===== config.mk =====
export PLATFORM = sky130hd
export DESIGN_NAME = tfi_irq_flags
export DESIGN_NICKNAME = d
export VERILOG_FILES = /design/src/tfi_pkg.sv /design/src/tfi_irq_flags.sv
export SDC_FILE = /design/constraint.sdc
export NUM_CORES = 1
export LEC_CHECK = 0
export ABC_AREA = 1
export BUFFER_PORTS_ARGS = -buffer_cell sky130_fd_sc_hd__buf_2
export CAP_MARGIN = 20
export CORE_MARGIN = 1
export CORE_UTILIZATION = 52
export CTS_CLUSTER_DIAMETER = 40
export DETAILED_ROUTE_END_ITERATION = 10
export PLACE_DENSITY_LB_ADDON = 0.05
export SLEW_MARGIN = 10
export SYNTH_ARGS = -nofsm -noshare
export SYNTH_HDL_FRONTEND = slang
export SYNTH_SLANG_ARGS = --single-unit

===== constraint.sdc =====
create_clock -name clk_i -period 3.45 [get_ports clk_i]
set_clock_uncertainty 0.2 [all_clocks]
set_input_delay 0 -clock clk_i [delete_from_list [all_inputs] [get_ports clk_i]]
set_output_delay 0 -clock clk_i [all_outputs]
set_load 0.1 [all_outputs]

===== src/tfi_pkg.sv =====
// package: register offsets, bit positions and mode codes for timer irq flags
package tfi_pkg;
   // register offsets on the plain register port
   localparam logic [3:0] OFF_IRQ_ENABLE = 4'h0;
   localparam logic [3:0] OFF_IRQ_FLAGS = 4'h1;
   localparam logic [3:0] OFF_MODE = 4'h2;
   localparam logic [3:0] OFF_COUNTER_LO = 4'h3;
   localparam logic [3:0] OFF_COUNTER_HI = 4'h4;
   localparam logic [3:0] OFF_CAPTURE_LO = 4'h5;
   localparam logic [3:0] OFF_CAPTURE_HI = 4'h6;
   localparam logic [3:0] OFF_COMPARE_A_LO = 4'h7;
   localparam logic [3:0] OFF_COMPARE_A_HI = 4'h8;
   localparam logic [3:0] OFF_COMPARE_B_LO = 4'h9;
   localparam logic [3:0] OFF_COMPARE_B_HI = 4'hA;
   localparam logic [3:0] OFF_COMPARE_C_LO = 4'hB;
   localparam logic [3:0] OFF_COMPARE_C_HI = 4'hC;
   // bit positions shared by flag and enable registers
   localparam int BIT_CAPTURE = 5;
   localparam int BIT_MATCH_C = 3;
   localparam int BIT_MATCH_B = 2;
   localparam int BIT_MATCH_A = 1;
   localparam int BIT_OVERFLOW = 0;
   // implemented bits of the flag and enable registers
   localparam logic [7:0] FLAG_MASK = 8'h2F;
   // reset values
   localparam logic [7:0] FLAGS_RESET = 8'h00;
   localparam logic [7:0] ENABLE_RESET = 8'h00;
   localparam logic [3:0] MODE_RESET = 4'h0;
   localparam logic [15:0] WORD_RESET = 16'h0000;
   // waveform mode codes that matter to flag setting
   localparam logic [3:0] MODE_NORMAL = 4'h0;
   localparam logic [3:0] MODE_CTC_CMP_A = 4'h4;
   localparam logic [3:0] MODE_CTC_CAPTURE = 4'hC;
   localparam logic [3:0] MODE_FAST_PWM_CAPTURE = 4'hE;
   localparam logic [3:0] MODE_PHASE_CAPTURE = 4'hA;
   localparam logic [3:0] MODE_PFC_CAPTURE = 4'h8;
   // capture edge choice
   typedef enum logic [0:0] {
      TFI_EDGE_FALL = 1'b0,
      TFI_EDGE_RISE = 1'b1
   } tfi_edge_t;
endpackage


===== src/tfi_irq_flags.sv =====
// timer16 interrupt flags, enables, capture and compare match detection
`timescale 1ns/1ps
`default_nettype none
module tfi_irq_flags (
   input wire logic clk_i,
   input wire logic resetn_i,
   // register port
   input wire logic [3:0] reg_addr_i,
   input wire logic [7:0] reg_wdata_i,
   input wire logic reg_write_i,
   input wire logic reg_read_i,
   output logic [7:0] reg_rdata_o,
   // timer unit
   input wire logic timer_tick_i,
   input wire logic [15:0] counter_value_i,
   input wire logic counter_wrap_i,
   input wire logic pwm_flag_point_i,
   input wire logic capture_input_pin_i,
   input wire logic capture_edge_i,
   input wire logic force_match_a_strobe_i,
   input wire logic force_match_b_strobe_i,
   input wire logic force_match_c_strobe_i,
   // core interrupt logic, then counter write out to the counter unit
   input wire logic global_irq_en_i,
   input wire logic [4:0] vector_ack_i,
   output logic [4:0] irq_req_o,
   output logic irq_o,
   output logic counter_write_o,
   output logic [15:0] counter_wdata_o
);
   // software state
   logic [7:0] enable_reg; // per source enable bits
   logic [7:0] flags_reg; // sticky flags
   logic [3:0] waveform_mode_sel_reg; // waveform mode selection
   logic [15:0] capture_value_reg; // captured counter value
   logic [15:0] compare_a_value_reg;
   logic [15:0] compare_b_value_reg;
   logic [15:0] compare_c_value_reg;
   logic [7:0] counter_wbuf_reg; // low byte held until high byte write
   logic block_match_reg; // counter write pending block
   // pin synchroniser, first stage read only by second
   logic pin_meta_reg;
   logic pin_s2_reg;
   logic pin_s3_reg;
   logic pin_level_reg; // accepted level
   // decoded events
   logic capture_is_top;
   logic pin_event;
   logic top_event;
   logic match_a;
   logic match_b;
   logic match_c;
   logic overflow_event;
   logic [7:0] set_vec;
   logic [7:0] clear_vec;
   logic flags_wr;
   logic [7:0] rdata_next;

   // true for the modes that take top from the capture register
   function automatic logic capture_top_mode(input logic [3:0] mode);
      capture_top_mode = (mode == tfi_pkg::MODE_CTC_CAPTURE) ||
         (mode == tfi_pkg::MODE_FAST_PWM_CAPTURE) ||
         (mode == tfi_pkg::MODE_PHASE_CAPTURE) ||
         (mode == tfi_pkg::MODE_PFC_CAPTURE);
   endfunction

   // equality with the compare word, gated by the tick and the write block
   function automatic logic match_hit(input logic [15:0] cnt,
         input logic [15:0] cmp, input logic tick, input logic blk);
      match_hit = tick && !blk && (cnt == cmp);
   endfunction

   assign capture_is_top = capture_top_mode(waveform_mode_sel_reg);
   assign flags_wr = reg_write_i && (reg_addr_i == tfi_pkg::OFF_IRQ_FLAGS);

   // three stage pin synchroniser
   always_ff @(posedge clk_i or negedge resetn_i) begin
      if (!resetn_i) begin
         pin_meta_reg <= 1'b0;
         pin_s2_reg <= 1'b0;
         pin_s3_reg <= 1'b0;
      end else begin
         pin_meta_reg <= capture_input_pin_i;
         pin_s2_reg <= pin_meta_reg;
         pin_s3_reg <= pin_s2_reg;
      end
   end

   // accepted level changes only once stages two and three agree
   always_ff @(posedge clk_i or negedge resetn_i) begin
      if (!resetn_i) begin
         pin_level_reg <= 1'b0;
      end else if (pin_s2_reg == pin_s3_reg) begin
         pin_level_reg <= pin_s3_reg;
      end
   end

   // edge qualified by the selected polarity
   always_comb begin
      if (capture_edge_i == tfi_pkg::TFI_EDGE_RISE) begin
         pin_event = (pin_s3_reg == pin_s2_reg) && pin_s3_reg &&
            !pin_level_reg;
      end else begin
         pin_event = (pin_s3_reg == pin_s2_reg) && !pin_s3_reg &&
            pin_level_reg;
      end
   end

   // capture flag source: pin or top depending on mode
   assign top_event = capture_is_top && timer_tick_i &&
      (counter_value_i == capture_value_reg);

   // match detection on a tick in the same cycle as equality, strobes unused
   // so a forced compare can never raise a match flag
   assign match_a = match_hit(counter_value_i, compare_a_value_reg,
      timer_tick_i, block_match_reg);
   assign match_b = match_hit(counter_value_i, compare_b_value_reg,
      timer_tick_i, block_match_reg);
   assign match_c = match_hit(counter_value_i, compare_c_value_reg,
      timer_tick_i, block_match_reg);

   // overflow source chosen by mode
   always_comb begin
      if ((waveform_mode_sel_reg == tfi_pkg::MODE_NORMAL) ||
            (waveform_mode_sel_reg == tfi_pkg::MODE_CTC_CMP_A) ||
            (waveform_mode_sel_reg == tfi_pkg::MODE_CTC_CAPTURE)) begin
         overflow_event = counter_wrap_i;
      end else begin
         overflow_event = pwm_flag_point_i;
      end
   end

   // set and clear vectors in flag layout
   always_comb begin
      set_vec = 8'h00;
      set_vec[tfi_pkg::BIT_CAPTURE] = capture_is_top ? top_event :
         pin_event;
      set_vec[tfi_pkg::BIT_MATCH_C] = match_c;
      set_vec[tfi_pkg::BIT_MATCH_B] = match_b;
      set_vec[tfi_pkg::BIT_MATCH_A] = match_a;
      set_vec[tfi_pkg::BIT_OVERFLOW] = overflow_event;
      clear_vec = 8'h00;
      clear_vec[tfi_pkg::BIT_CAPTURE] = vector_ack_i[4];
      clear_vec[tfi_pkg::BIT_MATCH_C] = vector_ack_i[3];
      clear_vec[tfi_pkg::BIT_MATCH_B] = vector_ack_i[2];
      clear_vec[tfi_pkg::BIT_MATCH_A] = vector_ack_i[1];
      clear_vec[tfi_pkg::BIT_OVERFLOW] = vector_ack_i[0];
      if (flags_wr) begin
         clear_vec = clear_vec | reg_wdata_i;
      end
      clear_vec = clear_vec & tfi_pkg::FLAG_MASK;
   end

   // sticky flags, set wins over any clear in the same cycle
   always_ff @(posedge clk_i or negedge resetn_i) begin
      if (!resetn_i) begin
         flags_reg <= tfi_pkg::FLAGS_RESET;
      end else begin
         flags_reg <= ((flags_reg & ~clear_vec) | set_vec) &
            tfi_pkg::FLAG_MASK;
      end
   end

   // capture word taken with the flag on a pin event
   always_ff @(posedge clk_i or negedge resetn_i) begin
      if (!resetn_i) begin
         capture_value_reg <= tfi_pkg::WORD_RESET;
      end else if (!capture_is_top && pin_event) begin
         capture_value_reg <= counter_value_i;
      end else if (reg_write_i &&
            reg_addr_i == tfi_pkg::OFF_CAPTURE_LO) begin
         capture_value_reg[7:0] <= reg_wdata_i;
      end else if (reg_write_i &&
            reg_addr_i == tfi_pkg::OFF_CAPTURE_HI) begin
         capture_value_reg[15:8] <= reg_wdata_i;
      end
   end

   // enable and mode registers, spare bits never stored
   always_ff @(posedge clk_i or negedge resetn_i) begin
      if (!resetn_i) begin
         enable_reg <= tfi_pkg::ENABLE_RESET;
         waveform_mode_sel_reg <= tfi_pkg::MODE_RESET;
      end else if (reg_write_i) begin
         if (reg_addr_i == tfi_pkg::OFF_IRQ_ENABLE) begin
            enable_reg <= reg_wdata_i & tfi_pkg::FLAG_MASK;
         end
         if (reg_addr_i == tfi_pkg::OFF_MODE) begin
            waveform_mode_sel_reg <= reg_wdata_i[3:0];
         end
      end
   end

   // compare words, written a byte at a time
   always_ff @(posedge clk_i or negedge resetn_i) begin
      if (!resetn_i) begin
         compare_a_value_reg <= tfi_pkg::WORD_RESET;
         compare_b_value_reg <= tfi_pkg::WORD_RESET;
         compare_c_value_reg <= tfi_pkg::WORD_RESET;
      end else if (reg_write_i) begin
         unique case (reg_addr_i)
            tfi_pkg::OFF_COMPARE_A_LO: compare_a_value_reg[7:0] <= reg_wdata_i;
            tfi_pkg::OFF_COMPARE_A_HI:
               compare_a_value_reg[15:8] <= reg_wdata_i;
            tfi_pkg::OFF_COMPARE_B_LO: compare_b_value_reg[7:0] <= reg_wdata_i;
            tfi_pkg::OFF_COMPARE_B_HI:
               compare_b_value_reg[15:8] <= reg_wdata_i;
            tfi_pkg::OFF_COMPARE_C_LO: compare_c_value_reg[7:0] <= reg_wdata_i;
            tfi_pkg::OFF_COMPARE_C_HI:
               compare_c_value_reg[15:8] <= reg_wdata_i;
            default: ;
         endcase
      end
   end

   // counter write goes out to the counter unit on the high byte;
   // the block then holds until the next tick so that tick has no match
   always_ff @(posedge clk_i or negedge resetn_i) begin
      if (!resetn_i) begin
         counter_wbuf_reg <= 8'h00;
         counter_write_o <= 1'b0;
         counter_wdata_o <= tfi_pkg::WORD_RESET;
         block_match_reg <= 1'b0;
      end else begin
         counter_write_o <= 1'b0;
         if (reg_write_i && reg_addr_i == tfi_pkg::OFF_COUNTER_LO) begin
            counter_wbuf_reg <= reg_wdata_i;
         end
         if (reg_write_i && reg_addr_i == tfi_pkg::OFF_COUNTER_HI) begin
            counter_write_o <= 1'b1;
            counter_wdata_o <= {reg_wdata_i, counter_wbuf_reg};
            block_match_reg <= 1'b1;
         end else if (timer_tick_i) begin
            block_match_reg <= 1'b0;
         end
      end
   end

   // read mux, unmapped reads give zero
   always_comb begin
      unique case (reg_addr_i)
         tfi_pkg::OFF_IRQ_ENABLE: rdata_next = enable_reg;
         tfi_pkg::OFF_IRQ_FLAGS: rdata_next = flags_reg;
         tfi_pkg::OFF_MODE: rdata_next = {4'h0, waveform_mode_sel_reg};
         tfi_pkg::OFF_COUNTER_LO: rdata_next = counter_value_i[7:0];
         tfi_pkg::OFF_COUNTER_HI: rdata_next = counter_value_i[15:8];
         tfi_pkg::OFF_CAPTURE_LO: rdata_next = capture_value_reg[7:0];
         tfi_pkg::OFF_CAPTURE_HI: rdata_next = capture_value_reg[15:8];
         tfi_pkg::OFF_COMPARE_A_LO: rdata_next = compare_a_value_reg[7:0];
         tfi_pkg::OFF_COMPARE_A_HI: rdata_next = compare_a_value_reg[15:8];
         tfi_pkg::OFF_COMPARE_B_LO: rdata_next = compare_b_value_reg[7:0];
         tfi_pkg::OFF_COMPARE_B_HI: rdata_next = compare_b_value_reg[15:8];
         tfi_pkg::OFF_COMPARE_C_LO: rdata_next = compare_c_value_reg[7:0];
         tfi_pkg::OFF_COMPARE_C_HI: rdata_next = compare_c_value_reg[15:8];
         default: rdata_next = 8'h00;
      endcase
   end

   // read data valid only in the cycle after the strobe
   always_ff @(posedge clk_i or negedge resetn_i) begin
      if (!resetn_i) begin
         reg_rdata_o <= 8'h00;
      end else if (reg_read_i) begin
         reg_rdata_o <= rdata_next;
      end else begin
         reg_rdata_o <= 8'h00;
      end
   end

   // requests: enable and global flag and sticky flag
   assign irq_req_o[4] = global_irq_en_i &&
      enable_reg[tfi_pkg::BIT_CAPTURE] &&
      flags_reg[tfi_pkg::BIT_CAPTURE];
   assign irq_req_o[3] = global_irq_en_i &&
      enable_reg[tfi_pkg::BIT_MATCH_C] &&
      flags_reg[tfi_pkg::BIT_MATCH_C];
   assign irq_req_o[2] = global_irq_en_i &&
      enable_reg[tfi_pkg::BIT_MATCH_B] &&
      flags_reg[tfi_pkg::BIT_MATCH_B];
   assign irq_req_o[1] = global_irq_en_i &&
      enable_reg[tfi_pkg::BIT_MATCH_A] &&
      flags_reg[tfi_pkg::BIT_MATCH_A];
   assign irq_req_o[0] = global_irq_en_i &&
      enable_reg[tfi_pkg::BIT_OVERFLOW] &&
      flags_reg[tfi_pkg::BIT_OVERFLOW];
   assign irq_o = |irq_req_o;
endmodule
`default_nettype wire


==> results.md, run 1 <==
* Worst Hold Class: primary input to flip-flop
* Critical Path Sink Type: flip-flop
* Final RePlAce weighted congestion at 0.938
* Comb power frac at 25.8%
* DP Cell Count at 1078
* CP peak stage delay at approximately 0.57 ns
* CP Max Fanout at 14
* Drc violations at 0
* # Post-CTS Setup Buffers at 0
* Part of the power in registers at about two fifths
* Pleak at 4.12 nW
* Global route overflow at 0
* CTS tree: yes
* Routed wire length at 20500 um
* Synth warnings at 0
* Switching Fraction at a little under two fifths
* Worst Path Required at 3.55 ns
* Deepest clock path buffer count at 2
* Vias per Instance at 5.51
* Slew of the pin with the lowest slew margin at 0.898 ns
* Critical path data arrival time at 3.13 ns
* DRT iter0 DRCs at 655
* Wire per inst at 17.7 um
* Post-synth EDFFs at 0
* Reg area at just under 3000 um^2
* Final HPWL DP at approximately 14000 um
* Max-slew violations at 0
* Sequential area share after synthesis at 45.5%
* Vias in the first global route at 6072
* Antenna diode count at 0
* Final setup TNS at 0 ns
* Busiest metal layer after global routing: met2
* Synthesis-to-layout area growth at 23.3%
* Pwr dens at 605 nW/um^2
* Nets at 1045
* Final ANT Viol Nets at 0
* Synth top area share at 45.5%
* H-tree lvl count at 4
* Fin cells at 1157
* Die Height at 113 um
* Crit-path most repeated cell: dlygate4sd3_1
* Final critical-path share of the clock period at 87.9%
* Mean area per synthesized cell at 7.19 um^2
* CTS Root Cell: clkbuf_16
* Async S/R FF share, synth at 100%
* DP Worst Slack at 1.20 ns
* Met1 usage at 45.3%
* Max stage delay cell, worst path: dlygate4sd3_1
* Max_slew headroom at 40.2%
* Yosys top cell by area: dfrtp_1
* Die Wd at 113 um
* Worst-path clk slew at about 0.060 ns
* Full die area at 12700 um^2
* Initial antenna violation count at 0
* Fmax at 330 MHz
* Delay-heaviest family, CP: buffers and inverters
* Pin count of the biggest net entering global routing at 70
* Net Count, Synth at 936
* Status: complete, no violations
* Crit-path cells: dlygate4sd3_1, buf_2, inv_1, nor2_1, buf_4, nand4_1, a31oi_1, dlygate4sd3_1, nand2_1, dlygate4sd3_1
* VDD IR max at 557 uV
* Setup crit start kind: primary input
* Filler cells at 1088
* Internal at approximately 0.0030 W
* Placed inst area at 6830 um^2
* CP bufs+invs at 6
* PortBufs at 73
* P_sw at 0.00178 W
* FP Rows at 40
* CTS Buf Count at 17
* Post-synth top cells: 313 x nand2_1, 116 x dfrtp_1, 109 x nand3_1, 82 x o21ai_0, 76 x nor2_1
* Footprint of the multi-input gates at 3040 um^2
* MaxCap Viol Count at 0
* Mapped Area at 6390 um^2
* Core Util, Final at 65.5%
* Yosys reg bits at about 120
* Cells after Synth at 888
* Setup violators final at 0
* Met2 Usage GRT at between 50% and 60%
* Kind of critical path: primary input to flip-flop
* Netlist cell types at 32
* Ys flop type: dfrtp_1
* Design area at 7870 um^2
* Fin crit period at approximately 3 ns
* RSZ-0062 raised after global routing: no
* First-pass GRT wire length at between 30000 and 40000 um
* Top cells by area, synth: dfrtp_1 45%, nand2_1 18%, nand3_1 8.5%, o21ai_0 6.4%, nor2_1 4.5%
* Dominant cell by count in the synthesized netlist: nand2_1
* Clock latency at the later pin of the worst-skew pair at 0.42 ns
* Clock Sink Count at roughly 120
* Clock share of power at 35.5%
* Hold Fails Final Rpt at 0
* Core box area at roughly 12000 um^2
* Ports at 77
* Layout cells sized above 1 at 13.6%
* Routed via count at approximately 6400
* Starting density of the core at 53.2%
* GRT Total Usage at approximately a third
* Final worst slack at 0.418 ns
* Routing usage on met3 at 9.16%
* DRT Pass-1 Iters at 5
[kinds of logic after synthesis]
| kind of cell | share of synthesized area [%] |
|---|---|
| DFF | 45.5 |
| buffers and inverters | 7.01 |
| and+or+nand+nor | 34.9 |
| muxes | 0.157 |
| xor gates and xnor gates | 3.57 |
| AOI/OAI and AO/OA | 8.52 |
| adders and majority gates | 0.392 |
[worst register-to-register path, cell delays in order, from the launching register on]
cell and delay (ns):
dfrtp_1 0.38, inv_1 0.07, ha_1 0.15, a21o_1 0.11
nand2_1 0.09, nor2_2 0.60, a31oi_1 0.06, dlygate4sd3_1 0.60
nand2_1 0.06, dlygate4sd3_1 0.54
[final timing paths]
path,start,endpoint,slack [ns],cells after the start
max,reg_addr_i[0],flags_reg[5],0.42,10
min,capture_edge_i,capture_value_reg[1],0.03,6
max reg2reg,pin_s3_reg,flags_reg[5],0.52,9
min reg2reg,pin_meta_reg,pin_s2_reg,0.15,0
max in group asynchronous,resetn_i,reg_rdata_o[6],2.24,3
min in group asynchronous,resetn_i,pin_s2_reg,0.04,2
[area by class of cell]
cell class	count	area share, %
clock inverters	14	1.68
multi-input cells	662	38.6
clock buffers	18	5.58
repair buffers	127	11.5
well taps	147	2.34
flip-flops and latches	116	36.9
inverters	73	3.48
[power by group through the flow]
stage,sequential [W],combinational (W),clock [W]
floorplan,0.00215,0.000549,0
global placement,0.00185,0.00114,0
detailed placement,0.00185,0.00117,0
CTS,0.00184,0.00122,0.00171
global route,0.00187,0.00134,0.00176
finish,0.00184,0.00123,0.00169
[layout by cell type, fill, tap and decap left out, drive strengths merged, types with 4 or more instances in the layout]
master       count
nand2          317
nand3          110
dlygate4sd3     47
xor2             5
inv             73
o211ai           4
o21ai           97
buf             80
nor3             4
dfrtp          116
nor2            88
xnor2           21
clkinv           7
clkbuf          18
clkinvlp         6
[per-stage QoR]
step / total power, W / hold slack [ns]
final: 0.00476 / 0.0334
after global routing: 0.00497 / 0.0203
after CTS: 0.00477 / 0.00842
after detailed placement: 0.00302 / -0.0903
after global placement: 0.00299 / -0.0921
after floorplan: 0.00270 / -0.496
[repair_timing]
action	4_1_cts	5_1_grt
gates resized for setup	0	0
hold buffers	47	0
hold endpoints to repair	166	0
setup endpoints to repair	0	0
[routing by layer]
metal / share of wire [%] / vias up
met1: 43 / 3015
met4: 2.1 / 0
li1: - / 3041
met2: 46 / 283
met5: 0 / -
met3: 8.9 / 33
No activity file was read; power rests on OpenSTA's default activity.
==> run 2: changes to the inputs <==
Settings changed: PLACE_DENSITY set to 0.76, PLACE_DENSITY_LB_ADDON 0.05 to not set.
==> run 2 against run 1 <==
Compared with the run above: critical path depth down 1; sequential power about the same; combinational power about the same; register-to-register slack got worse by 0.09 ns; final cell count increased by 0.35%; non-clock buffer count up 7; first-iteration DRC count is 19% higher; sequential share of layout area fell by 0.33 points; worst setup slack improved by 0.0081 ns; critical endpoint unchanged; largest power group unchanged; highest routed layer unchanged.
==> results.md, run 2 (synthesis gave the netlist of run 1 again) <==
* Worst hold start: reg_addr_i[0]
* Critical path data arrival time at 3.18 ns
* Routed via count at about 6400
* Starting density of the core at a little over half
* Deepest clock path buffer count at 2
* MaxCap Viol Count at 0
* Max-slew violations at 0
* Pwr dens at 597 nW/um^2
* Die Wd at ~110 um
* PortBufs at 73
* H-tree lvl count at 4
* Vias in the first global route at 6010
* Antenna diode count at 0
* Vias per Instance at roughly 5.5
* First-pass GRT wire length at 32100 um
* Setup violators final at 0
* Global route overflow at 0
* Core box area at 12000 um^2
* Full die area at between 10000 and 15000 um^2
* Core Util, Final at 66.1%
* Highest-count cells in the layout ignoring fill and taps: 313 x nand2_1, 116 x dfrtp_1, 109 x nand3_1
* Footprint of the multi-input gates at about 3000 um^2
* Worst-path clk slew at 0.05 ns
* DRT Pass-1 Iters at 6
* RSZ-0062 raised after global routing: no
* Fmax at 331 MHz
* Critical Path Sink Type: flip-flop
* Leading cell type in the layout, fill and taps excluded: nand2_1
* CTS tree: yes
* Die Height at 113 um
* Wire per inst at around 17 um
* Final critical-path share of the clock period at 87.7%
* CTS Root Cell: clkbuf_16
* CTS Buf Count at 17
* Post-CTS resize count at 0
* Initial antenna violation count at 0
* CP Max Fanout at 20
* Drc violations at 0
* Clock latency at the later pin of the worst-skew pair at 0.43 ns
* Routed wire length at 20300 um
* Filler cells at 1084
* Final ANT Viol Nets at 0
* RR Startpoint: pin_s2_reg
* Hold Fails Final Rpt at 0
* Pleak at around 4.2 nW
* # Post-CTS Setup Buffers at 0
* Slew of the pin with the lowest slew margin at 0.881 ns
* Worst Path Required at 3.61 ns
* Final RePlAce weighted congestion at slightly above 1
* Crit. Startpoint: pin_s2_reg
* Setup crit start kind: flip-flop
* FP Rows at 40
* Status: complete, no violations
* DRT iter0 DRCs at approximately 800
* Final setup TNS at 0 ns
* Pin count of the biggest net entering global routing at 73
* Fin crit period at 3.02 ns
* Clock Sink Count at 116
* Ports at just under 80
* Overall power at 0.00474 W
* VDD IR max at 430 uV
* Kind of critical path: flip-flop to flip-flop
* Max_slew headroom at 41.2%
* Worst Hold Class: primary input to flip-flop
* GRT Total Usage at 34.1%
* CTS Hold Bufs at 55
* Synthesis-to-layout area growth at 24.4%
* Final HPWL DP at 13600 um
* Layout cells sized above 1 at between 10% and 20%
* Nets at 1052
* Reg area at 2900 um^2
-- run 2: path summary, 6_finish.rpt --
check | cells after the start | endpoint | slack, ns
setup / recovery | 9 | flags_reg[5] | 0.43
hold / removal | 6 | reg_rdata_o[0] | 0.02
setup reg to reg | 9 | flags_reg[5] | 0.43
hold reg to reg | 0 | pin_s2_reg | 0.15
max in group asynchronous | 4 | compare_c_value_reg[8] | 2.21
min in group asynchronous | 4 | waveform_mode_sel_reg[2] | 0.47
-- run 2: stage by stage --
step | area (um^2) | hold slack, ns | setup WS [ns] | std cells
after floorplan | 6390 | -0.496 | 0.713 | 888
after global placement | 6820 | -0.163 | 1.27 | 1077
after detailed placement | 6820 | -0.162 | 1.22 | 1077
after CTS | 7940 | 0.00394 | 0.490 | 1161
after global routing | 7940 | 0.0191 | 0.244 | 1161
final | 7940 | 0.0159 | 0.426 | 1161
-- run 2: where the power goes --
group	switching, W	internal [W]	leakage [nW]	total [W]
clock	0.000586	0.00106	0.278	0.00165
sequential	0.000251	0.00162	1.48	0.00187
combinational	0.000861	0.000363	2.43	0.00122
total	0.00170	0.00304	4.18	0.00474
-- run 2: routing by layer --
metal	vias to the layer above	GRT usage [%]	share of wire, %
met5	-	0	0
met1	2953	45.5	43
met2	325	53.6	46
met3	48	6.86	8.2
li1	3052	-	-
met4	0	16.4	3.3
-- run 2: worst max-delay path, cell delays in order (launching register included) --
cell,delay (ns)
dfrtp_1,0.37
ha_1,0.16
inv_1,0.03
o21ai_0,0.13
nand2_1,0.10
nor2_2,0.68
a31oi_1,0.07
dlygate4sd3_1,0.61
nand2_1,0.07
dlygate4sd3_1,0.55
-- run 2: area by class of cell --
class                      count  share of cell area [%]
clock buffer                  24                    6.32
clock inverter                 5                   0.630
inverter                      73                    3.45
sequential                   116                    36.6
tap                          147                    2.32
multi-input combinational    662                    38.2
timing repair buffer         134                    12.5
==> run 3: changes to the inputs <==
Settings changed: CTS_BUF_LIST set to sky130_fd_sc_hd__clkbuf_4 sky130_fd_sc_hd__clkbuf_8.
==> run 3 against run 2 <==
Compared with the run above: non-clock buffer count rose by 6; critical path depth did not move; largest cell class unchanged; largest power group unchanged; register-to-register slack improved by 0.04 ns; clock power fell by 28%.
==> results.md, run 3 (synthesis gave the netlist of run 1 again) <==
* Status: complete, no violations
* Worst Path Required at between 3 and 4 ns
* Post-CTS resize count at 0
* Part of the power in registers at between 40% and 50%
* Clock share of power at approximately 28%
* DRT Pass-1 Iters at 5
* Final ANT Viol Nets at 0
* CTS Hold Bufs at 61
* # Post-CTS Setup Buffers at 0
* Routed via count at 6426
* Internal at 0.00264 W
* Critical path data arrival time at between 3 and 4 ns
* Leading cell type in the layout, fill and taps excluded: nand2_1
* CTS Buf Count at 17
* Drc violations at 0
* P_sw at 0.00163 W
* Ports at 77
* Hold Crit Depth at 3
* Pleak at 4.12 nW
* Hold Worst Slack at 0.132 ns
* Setup crit start kind: flip-flop
* H-tree lvl count at 4
* Core box area at 12000 um^2
* First-pass GRT wire length at ~32000 um
* GRT Total Usage at 33.9%
* Critical Path Sink Type: flip-flop
* CP bufs+invs at 3
* DRT iter0 DRCs at 772
* PortBufs at 73
* Max_slew headroom at 42.2%
* Max stage delay cell, worst path: nor2_2
* Hold Fails Final Rpt at 0
* Die Height at 113 um
* Wire per inst at 17.4 um
* Pwr dens at 547 nW/um^2
* Met1 usage at 45.8%
* Kind of critical path: flip-flop to flip-flop
* CP Max Fanout at 20
* Fmax at 335 MHz
* Delay-heaviest family, CP: buffers and inverters
* FP Rows at 40
* Busiest metal layer after global routing: met2
* Slew of the pin with the lowest slew margin at around 0.87 ns
* R2R Setup Slk at 0.47 ns
* Synthesis-to-layout area growth at 22.4%
* Vias in the first global route at ~6000
* Clock latency at the later pin of the worst-skew pair at 0.45 ns
* VDD IR max at between 400 and 500 uV
* Die Wd at about 110 um
* CP peak stage delay at around 0.66 ns
* Worst-path clk slew at 0.07 ns
* RR Startpoint: pin_s2_reg
* CTS tree: yes
* Routing usage on met3 at under 10%
* Max-slew violations at 0
* Full die area at 12700 um^2
* MaxCap Viol Count at 0
* Core Util, Final at 65.1%
* Comb power frac at 28.7%
* RSZ-0062 raised after global routing: no
* Routed wire length at roughly 20000 um
* Highest-count cells in the layout ignoring fill and taps: 313 x nand2_1, 116 x dfrtp_1, 109 x nand3_1
* Worst hold start: timer_tick_i
* Clock Sink Count at 116
* Deepest clock path buffer count at 2
* DP Worst Slack at 1.22 ns
* Nets at between 1000 and 1500
* Final RePlAce weighted congestion at 1.01
* Final setup TNS at 0 ns
* Layout cells sized above 1 at between 10% and 20%
* Worst Hold Class: primary input to flip-flop
* CTS Root Cell: clkbuf_8
* Reg2Reg Capture Point: flags_reg[5]
* Final worst slack at 0.467 ns
* Switching Fraction at 38.2%
* Setup violators final at 0
* Crit-path cells: ha_1, inv_1, o21ai_0, nand2_1, nor2_2, a31oi_1, dlygate4sd3_1, nand2_1, dlygate4sd3_1
* Global route overflow at 0
* Final critical-path share of the clock period at between 80% and 90%
* Starting density of the core at 53.2%
* Worst Hold End: block_match_reg
* Worst reg2reg path depth at 9
* Vias per Instance at 5.51
* Fin crit period at around 3 ns
* Initial antenna violation count at 0
* Final HPWL DP at ~14000 um
* Pin count of the biggest net entering global routing at 73
* Met2 Usage GRT at a little over half
* Antenna diode count at 0
* Crit. Startpoint: pin_s2_reg
run 3: cell types whose count changed in the layout (fill, tap and decap cells not counted), sizes merged:
cell	change
dlygate4sd3	+6
run 3: power groups by stage:
stage                     Clock [W]  Combinational [W]  Sequential [W]
after global placement            0            0.00113         0.00187
final                       0.00119            0.00123         0.00186
after floorplan                   0           0.000549         0.00215
after global routing        0.00126            0.00133         0.00189
after detailed placement          0            0.00115         0.00187
after CTS                   0.00121            0.00122         0.00185
run 3: per-layer routing:
| metal | wire length (um) | part of all wire (%) | up-vias |
|---|---|---|---|
| met1 | 8640 | 43 | 2962 |
| met3 | 1640 | 8.1 | 61 |
| li1 | - | - | 3062 |
| met4 | 664 | 3.3 | 0 |
| met5 | 0 | 0 | - |
| met2 | 9340 | 46 | 341 |
run 3: cell type report:
class,count,area [um^2]
Clock buffer,24,318
Clock inverter,5,50.0
Fill cell,1105,4190
Inverter,73,274
Multi-Input combinational cell,662,3040
Sequential cell,116,2900
Tap cell,147,184
Timing Repair Buffer,140,1050
run 3: worst max path at each step:
stage                       endpoint  slack [ns]  cells after the start
3_5_place_dp   capture_value_reg[13]        1.22                      9
6_report                flags_reg[5]        0.47                      9
4_1_cts                 flags_reg[5]        0.48                      9
5_1_grt                 flags_reg[5]        0.30                      9
2_1_floorplan                  irq_o        0.71                      3
3_3_place_gp    capture_value_reg[4]        1.27                      9
run 3: through the flow:
stage / cells / power, W / area (um^2)
after floorplan: 888 / 0.00270 / 6390
after global placement: 1077 / 0.00300 / 6820
after detailed placement: 1077 / 0.00302 / 6820
after CTS: 1167 / 0.00428 / 7820
after global routing: 1167 / 0.00449 / 7820
final: 1167 / 0.00428 / 7820
run 3: worst min-delay path: cells and delay by family:
kind / cells / cell delay [ns]
buffers and inverters: 2 / 0.66
AOI/OAI and AO/OA: 1 / 0.08
